==> src/flash_guard_pkg.sv <==
// Constants shared by the flash write and erase guard
package flash_guard_pkg;
   localparam logic [7:0] CTRL_ADDR = 8'h8f;
   localparam logic [7:0] CTRL_PAGE = 8'h00;
   localparam int WE_BIT = 0;
   localparam int EE_BIT = 1;
   localparam logic [1:0] CTRL_RESET = 2'h0;
   localparam logic [5:0] CTRL_UNUSED_READ = 6'h00;
   localparam int PAGE_MSB = 15;
   localparam int PAGE_LSB = 9;
   localparam int PAGE_W = PAGE_MSB - PAGE_LSB + 1;
   localparam logic [15:0] LOCK_ADDR_LARGE = 16'hfbff;
   localparam logic [15:0] LOCK_ADDR_SMALL = 16'h7fff;
   localparam logic [7:0] LOCK_OPEN = 8'hff;
   localparam logic [7:0] BLOCKED_DATA = 8'h00;
endpackage : flash_guard_pkg

==> src/page_lock_check.sv <==
// Decides whether one flash address falls in a locked page
`timescale 1ns/1ps
module page_lock_check (
   input wire logic [15:0] addr,
   input wire logic [7:0] lock_byte,
   input wire logic mem_large,
   output logic locked
);
   logic [7:0] locked_count;
   logic [7:0] page;
   logic [7:0] lock_page;

   always_comb begin
      locked_count = ~lock_byte;
      page = {1'b0, addr[flash_guard_pkg::PAGE_MSB:flash_guard_pkg::PAGE_LSB]};
      if (mem_large) begin
         lock_page = {1'b0, flash_guard_pkg::LOCK_ADDR_LARGE[flash_guard_pkg::PAGE_MSB:flash_guard_pkg::PAGE_LSB]};
      end else begin
         lock_page = {1'b0, flash_guard_pkg::LOCK_ADDR_SMALL[flash_guard_pkg::PAGE_MSB:flash_guard_pkg::PAGE_LSB]};
      end
      // Pages count up from page zero
      locked = (page < locked_count)
         || ((page == lock_page) && (lock_byte != flash_guard_pkg::LOCK_OPEN));
   end
endmodule : page_lock_check

==> src/flash_write_erase_guard.sv <==
// Program-store control register and flash access guard
//
// Overview of operation
// - Flash read only by code reads and debug reads
// - No core flash change without write enable; debug writes need none
// - Core erase needs write and erase enable; debug erase needs neither
// - Both enables: move write erases page
// - Write enable only: move write programs byte
// - Upper six control bits read zero
// - Lock byte guards pages from unprotected access
// - Locked pages: complement of lock byte
// - Lock byte page locked when any bit zero
// - Control bits reset to zero
// - Lock byte address depends on memory size
// - Flash write or erase without high supply monitor resets
`timescale 1ns/1ps
module flash_write_erase_guard (
   input wire logic core_clk,
   input wire logic sys_rst,
   input wire logic mem_large,
   input wire logic [7:0] sfr_page,
   input wire logic [7:0] sfr_addr,
   input wire logic sfr_wr,
   input wire logic [7:0] sfr_wdata,
   input wire logic sfr_rd,
   output logic [7:0] sfr_rdata,
   input wire logic [15:0] exec_pc,
   input wire logic data_space_move_wr,
   input wire logic data_space_move_rd,
   input wire logic [15:0] data_space_move_addr,
   input wire logic [7:0] data_space_move_wdata,
   input wire logic code_rd,
   input wire logic [15:0] code_addr,
   output logic [7:0] code_rdata,
   output logic code_rvalid,
   input wire logic dbg_rd,
   input wire logic dbg_wr,
   input wire logic dbg_erase,
   input wire logic [15:0] dbg_addr,
   input wire logic [7:0] dbg_wdata,
   output logic [7:0] dbg_rdata,
   output logic dbg_rvalid,
   output logic dbg_refused,
   input wire logic [7:0] lock_byte,
   input wire logic supply_monitor_enable,
   input wire logic supply_monitor_high_level,
   output logic external_data_ram_wr,
   output logic external_data_ram_rd,
   output logic [15:0] external_data_ram_addr,
   output logic [7:0] external_data_ram_wdata,
   output logic flash_prog,
   output logic flash_erase,
   output logic [15:0] flash_addr,
   output logic [7:0] flash_wdata,
   output logic flash_rd,
   output logic [15:0] flash_raddr,
   input wire logic [7:0] flash_rdata,
   output logic flash_error_reset,
   output logic flash_blocked
);

   ////////////////////////////////////////////////////////////////////////////
   // Control register

   logic flash_write_enable_reg;
   logic flash_erase_enable_reg;
   logic ctrl_hit;

   assign ctrl_hit = (sfr_addr == flash_guard_pkg::CTRL_ADDR) && (sfr_page == flash_guard_pkg::CTRL_PAGE);

   always_ff @(posedge core_clk) begin
      if (sys_rst) begin
         flash_write_enable_reg <= flash_guard_pkg::CTRL_RESET[flash_guard_pkg::WE_BIT];
         flash_erase_enable_reg <= flash_guard_pkg::CTRL_RESET[flash_guard_pkg::EE_BIT];
      end else if (sfr_wr && ctrl_hit) begin
         // Upper bits are dropped
         flash_write_enable_reg <= sfr_wdata[flash_guard_pkg::WE_BIT];
         flash_erase_enable_reg <= sfr_wdata[flash_guard_pkg::EE_BIT];
      end
   end

   always_ff @(posedge core_clk) begin
      if (sys_rst) begin
         sfr_rdata <= 8'h00;
      end else if (sfr_rd && ctrl_hit) begin
         sfr_rdata <= {flash_guard_pkg::CTRL_UNUSED_READ, flash_erase_enable_reg, flash_write_enable_reg};
      end else begin
         sfr_rdata <= 8'h00;
      end
   end

   ////////////////////////////////////////////////////////////////////////////
   // Page lock decode

   logic pc_locked;
   logic data_space_move_locked;
   logic code_locked;
   logic dbg_locked;

   page_lock_check pc_check (
      .addr(exec_pc),
      .lock_byte(lock_byte),
      .mem_large(mem_large),
      .locked(pc_locked)
   );

   page_lock_check data_space_move_check (
      .addr(data_space_move_addr),
      .lock_byte(lock_byte),
      .mem_large(mem_large),
      .locked(data_space_move_locked)
   );

   page_lock_check code_check (
      .addr(code_addr),
      .lock_byte(lock_byte),
      .mem_large(mem_large),
      .locked(code_locked)
   );

   page_lock_check dbg_check (
      .addr(dbg_addr),
      .lock_byte(lock_byte),
      .mem_large(mem_large),
      .locked(dbg_locked)
   );

   ////////////////////////////////////////////////////////////////////////////
   // Write and erase steering

   logic core_flash_op;
   logic core_deny;
   logic dbg_op;
   logic supply_ok;

   // Code running from a locked page counts as protected
   assign core_flash_op = data_space_move_wr && flash_write_enable_reg;
   assign core_deny = data_space_move_locked && !pc_locked;
   assign dbg_op = dbg_wr || dbg_erase;
   assign supply_ok = supply_monitor_enable && supply_monitor_high_level;

   always_ff @(posedge core_clk) begin
      if (sys_rst) begin
         flash_prog <= 1'b0;
         flash_erase <= 1'b0;
         flash_addr <= 16'h0000;
         flash_wdata <= 8'h00;
         flash_error_reset <= 1'b0;
         flash_blocked <= 1'b0;
         dbg_refused <= 1'b0;
      end else begin
         flash_prog <= 1'b0;
         flash_erase <= 1'b0;
         flash_error_reset <= 1'b0;
         flash_blocked <= 1'b0;
         dbg_refused <= 1'b0;
         if (core_flash_op) begin
            dbg_refused <= dbg_op;
            flash_addr <= data_space_move_addr;
            flash_wdata <= data_space_move_wdata;
            if (!supply_ok) begin
               flash_error_reset <= 1'b1;
            end else if (core_deny) begin
               flash_blocked <= 1'b1;
            end else if (flash_erase_enable_reg) begin
               flash_erase <= 1'b1;
            end else begin
               flash_prog <= 1'b1;
            end
         end else if (dbg_op) begin
            flash_addr <= dbg_addr;
            flash_wdata <= dbg_wdata;
            if (!supply_ok) begin
               flash_error_reset <= 1'b1;
            end else if (dbg_locked) begin
               flash_blocked <= 1'b1;
            end else begin
               flash_erase <= dbg_erase;
               flash_prog <= !dbg_erase;
            end
         end
      end
   end

   // Move reads always go to data RAM, whatever the enables hold
   always_ff @(posedge core_clk) begin
      if (sys_rst) begin
         external_data_ram_wr <= 1'b0;
         external_data_ram_rd <= 1'b0;
         external_data_ram_addr <= 16'h0000;
         external_data_ram_wdata <= 8'h00;
      end else begin
         external_data_ram_wr <= data_space_move_wr && !flash_write_enable_reg;
         external_data_ram_rd <= data_space_move_rd;
         if (data_space_move_wr || data_space_move_rd) begin
            external_data_ram_addr <= data_space_move_addr;
            external_data_ram_wdata <= data_space_move_wdata;
         end
      end
   end

   ////////////////////////////////////////////////////////////////////////////
   // Read path: code reads first, debug reads second

   logic rd1_valid_reg;
   logic rd1_dbg_reg;
   logic rd1_ok_reg;
   logic rd2_valid_reg;
   logic rd2_dbg_reg;
   logic rd2_ok_reg;
   logic dbg_rd_taken;

   assign dbg_rd_taken = dbg_rd && !code_rd;

   always_ff @(posedge core_clk) begin
      if (sys_rst) begin
         rd1_valid_reg <= 1'b0;
         rd1_dbg_reg <= 1'b0;
         rd1_ok_reg <= 1'b0;
         flash_rd <= 1'b0;
         flash_raddr <= 16'h0000;
      end else begin
         rd1_valid_reg <= code_rd || dbg_rd_taken;
         rd1_dbg_reg <= dbg_rd_taken;
         if (code_rd) begin
            rd1_ok_reg <= !(code_locked && !pc_locked);
            flash_rd <= !(code_locked && !pc_locked);
            flash_raddr <= code_addr;
         end else if (dbg_rd_taken) begin
            rd1_ok_reg <= !dbg_locked;
            flash_rd <= !dbg_locked;
            flash_raddr <= dbg_addr;
         end else begin
            rd1_ok_reg <= 1'b0;
            flash_rd <= 1'b0;
         end
      end
   end

   always_ff @(posedge core_clk) begin
      if (sys_rst) begin
         rd2_valid_reg <= 1'b0;
         rd2_dbg_reg <= 1'b0;
         rd2_ok_reg <= 1'b0;
      end else begin
         rd2_valid_reg <= rd1_valid_reg;
         rd2_dbg_reg <= rd1_dbg_reg;
         rd2_ok_reg <= rd1_ok_reg;
      end
   end

   always_ff @(posedge core_clk) begin
      if (sys_rst) begin
         code_rdata <= 8'h00;
         code_rvalid <= 1'b0;
         dbg_rdata <= 8'h00;
         dbg_rvalid <= 1'b0;
      end else begin
         code_rvalid <= rd2_valid_reg && !rd2_dbg_reg;
         dbg_rvalid <= rd2_valid_reg && rd2_dbg_reg;
         if (rd2_valid_reg && !rd2_dbg_reg) begin
            code_rdata <= rd2_ok_reg ? flash_rdata : flash_guard_pkg::BLOCKED_DATA;
         end
         if (rd2_valid_reg && rd2_dbg_reg) begin
            dbg_rdata <= rd2_ok_reg ? flash_rdata : flash_guard_pkg::BLOCKED_DATA;
         end
      end
   end

endmodule : flash_write_erase_guard

==> config.mk <==
export PLATFORM = sky130hd
export DESIGN_NAME = flash_write_erase_guard
export DESIGN_NICKNAME = d
export VERILOG_FILES = /design/src/flash_guard_pkg.sv /design/src/page_lock_check.sv /design/src/flash_write_erase_guard.sv
export SDC_FILE = /design/constraint.sdc
export NUM_CORES = 1
export LEC_CHECK = 0
export BUFFER_PORTS_ARGS = -buffer_cell sky130_fd_sc_hd__buf_2
export CAP_MARGIN = 20
export CORE_MARGIN = 5
export CORE_UTILIZATION = 46
export CTS_CLUSTER_SIZE = 8
export DETAILED_ROUTE_END_ITERATION = 7
export PLACE_DENSITY = 0.92
export SYNTH_ARGS = -nofsm -noshare
export SYNTH_HDL_FRONTEND = slang
export SYNTH_HIERARCHICAL = 1
export SYNTH_SLANG_ARGS = --single-unit
==> constraint.sdc <==
create_clock -name core_clk -period 2.45 [get_ports core_clk]
set_input_delay 0.49 -clock core_clk [delete_from_list [all_inputs] [get_ports core_clk]]
set_output_delay 0.49 -clock core_clk [all_outputs]
set_load 0.05 [all_outputs]
==> flow_metrics.py <==
metrics = {
    "synthesis": {
        "synthFlopType": "dfxtp_1",
        "synth_most_common_cell": "dfxtp_1",
        "synth_xor_area_share_pct": 0,
        "yosysTopAreaCell": "dfxtp_1",
        "yosysTopAreaCellShare_pct": 42.5,
        "ys_async_sr_fraction_pct": 0,
        "netlist_top_cells_area": "dfxtp_1, a21oi_1, nand2_1, ha_1, nor2_1",
        "ys_ff_latch": 99,
        "ys_seq_area_share_pct": 42.5,
        "synth_edf_count": 0,
        "synthAdderAreaFrac_pct": 6.44,
        "synth_commonest_cells": "dfxtp_1, nand2_1, a21oi_1, nor2_1",
        "synth_area_sq_mm": 0.00467,
        "synth-simple-area-share_pct": 23.5,
        "avgSynthCellArea_sq_um": 8.24,
        "synth_top_family_by_area": "simple AND/OR/NAND/NOR gates",
        "ys_warn_count": 6,
        "synth_compound_area_share_pct": 18.5,
        "synth.area.mux_share_pct": 3.43,
        "synth_cell_types": 40,
        "netlist_instances": 566,
    },
    "clock_tree": {
        "cts_tree": "built",
        "cts_resized": 0,
        "holdBufCountCts": 0,
        "clock-sinks": 99,
        "cts.path.max_buffers": 2,
        "clk_pin_slew_ps": 110,
        "cts_max_level": 3,
        "insertion_delay_ps": 360,
        "root_buffer": "clkbuf_8",
        "cts_inserted_buffers": 9,
        "postCtsSetupBuffers": 0,
    },
    "detailed_routing": {
        "wl_per_cell_um": 15.9,
        "via_count": 4812,
        "first_pass_iters": 5,
        "drt_iter0_markers": 489,
        "wl_um": 14200,
        "postRouteAntennaNets": 0,
        "viasPerCell": 5.41,
        "drc_errors": 0,
    },
    "placed_design": {
        "gp_congestion": 0.846,
        "dp_hpwl_um": 10800,
        "place_inst": 874,
        "io_buffers": 209,
    },
    "global_route": {
        "grt_use_total_pct": 22.2,
        "met3_usage_pct": 5.68,
        "grt_use_met1_pct": 27.9,
        "grt-busiest-layer": "met2",
        "grt_pass1_wl_um": 22800,
        "grt_overflow": 0,
        "antenna_found_initial": 0,
        "grtUsageMet2_pct": 37.3,
        "grt_pass1_vias": 4626,
        "grt_max_degree": 55,
    },
    "setup_path": {
        "slowest_delay_ps": 360,
        "rr_startpoint": "flash_write_enable_reg",
        "worstPathCellList": "buf_2, ha_1, or3_1, o2111ai_1, a21oi_1, o22ai_1, nand2b_1, nor3b_1, a21oi_1, nor2_1",
        "regToRegSetupSlack_ps": 1010,
        "crit_slowest_cell": "or3_1",
        "crit_arrival_ps": 2290,
        "required_ps": 2750,
        "endpoint_kind": "register",
        "critPathLaunchType": "input port",
        "crit_top_cell": "a21oi_1",
        "cp_max_fo": 8,
        "criticalPathCategory": "in2reg",
        "rr_worst_depth": 5,
        "worstReg2RegEnd": "flash_prog",
    },
    "layout": {
        "fill_cells": 901,
        "n_antenna_cell": 0,
        "top_regs": "external_data_ram_addr: 16 flops, flash_addr: 16 flops, flash_raddr: 16 flops",
        "syn_to_final_growth_pct": 26.8,
        "drive_gt1_share_pct": 31.4,
        "instances_no_fill": 890,
        "layout.nets": 909,
    },
    "worst_hold_path": {
        "min_path_type": "in2reg",
        "hold_start": "code_addr[1]",
        "min_to": "flash_raddr[1]",
        "holdPathStages": 3,
    },
    "timing": {
        "fin_worst_skew_ps": 14.6,
        "period_needed_ps": 2000,
        "tightest_slew_ps": 948,
        "fmax_mhz": 501,
        "finalHoldViolCount": 0,
        "setup_viol_count_final": 0,
        "finalSetupTns_ps": 0,
        "drv_slew": 0,
        "maxSlewHeadroom_pct": 36.8,
        "rsz0062_at_grt": "no",
        "period_share_pct": 81.5,
    },
    "power_and_ir_drop": {
        "power.density_mw_per_mm2": 606,
        "power.leakage_nw": 2.76,
        "ir_drop_v": 0.000343,
    },
    "outcome": {
        "status": "finished, final reports clean",
    },
    "floorplanning": {
        "dieHeight_um": 111,
        "die_area_sq_mm": 0.0123,
        "die_w_um": 111,
        "core_sq_mm": 0.00982,
        "initial_core_util_pct": 47.5,
        "row_count": 36,
        "ios": 231,
    },
    "job": {
        "drv_cap": 0,
    },
}
[cells in the final DEF (no fill, tap or decap), types with 2 or more instances in the layout]
cell type    n
nor4_2       2
and2_1       3
o21ai_0     11
o21ai_1     19
nor2b_1      5
inv_1        3
nor3b_1      9
o2111ai_1    8
clkinv_4     2
and3_1       4
clkbuf_8    10
ha_1        24
o22ai_1      4
nand3_1     19
nand4_1     14
a21oi_1     71
nor2_1      71
mux2i_1     16
buf_4        5
a211oi_1     4
or3_1        4
and3b_1      4
and4_1       2
nand2_1     89
conb_1       6
a311oi_1    24
inv_8        3
buf_2      209
nand2b_1     2
dfxtp_1     99
[power by group]
group	switching [W]	total (W)	leakage, nW	internal (W)
logic	0.000563	0.000799	1.84	0.000236
registers	0.0000414	0.00173	0.815	0.00169
clock network	0.000628	0.00106	0.105	0.000431
[kinds of logic (layout without fill, tap and decap cells)]
logic type / Yosys count / in the layout
AOI/OAI and AO/OA: 143 / 143
other: 1 / 6
buffers and inverters: 48 / 234
and+or+nand+nor: 235 / 235
muxes: 16 / 16
DFF: 99 / 99
adders and majority gates: 24 / 24
[metal layers]
| metal | vias to the layer above | part of all wire (%) |
|---|---|---|
| met5 | - | 0 |
| met4 | 0 | 2.0 |
| met3 | 27 | 7.4 |
| met2 | 207 | 48 |
| met1 | 2202 | 42 |
| li1 | 2376 | - |
[how the worst max path moves through the flow]
| stage | to | cells after the start | slack (ps) | from |
|---|---|---|---|---|
| after floorplan | flash_prog | 9 | 580 | lock_byte[1] |
| after global placement | flash_prog | 10 | 210 | lock_byte[1] |
| after CTS | flash_prog | 10 | 500 | lock_byte[1] |
| after global routing | flash_prog | 10 | 300 | lock_byte[1] |
| after detailed placement | flash_prog | 10 | 140 | lock_byte[1] |
| final | flash_prog | 10 | 450 | lock_byte[1] |
[layout make-up]
type | instances | area (sq um) | share of cell area (%)
multi-input combinational | 424 | 2450 | 41.4
tap | 133 | 166 | 2.81
timing repair buffer | 215 | 1100 | 18.7
clock buffer | 10 | 138 | 2.33
clock inverter | 6 | 67.6 | 1.14
sequential | 99 | 1980 | 33.5
inverter | 3 | 11.3 | 0.190
[critical path, delay by kind of cell]
family,cells,cell delay (ps)
buf+inv,1,150
fa+ha+maj,1,220
compound gates,4,540
simple gates,4,890
[stage by stage]
stage / hold slack [ps] / worst slack, ps / cell area [sq um] / util [%] / total power (W)
2_1_floorplan: 414 / 577 / 4680 / - / 0.00230
3_3_place_gp: 424 / 205 / 5710 / 58.1 / 0.00255
3_5_place_dp: 425 / 143 / 5710 / 58.1 / 0.00256
4_1_cts: 335 / 504 / 5910 / 60.2 / 0.00361
5_1_grt: 342 / 303 / 5910 / 60.2 / 0.00376
6_report: 353 / 452 / 5910 / 60.2 / 0.00359
No activity file was read; power rests on OpenSTA's default activity.
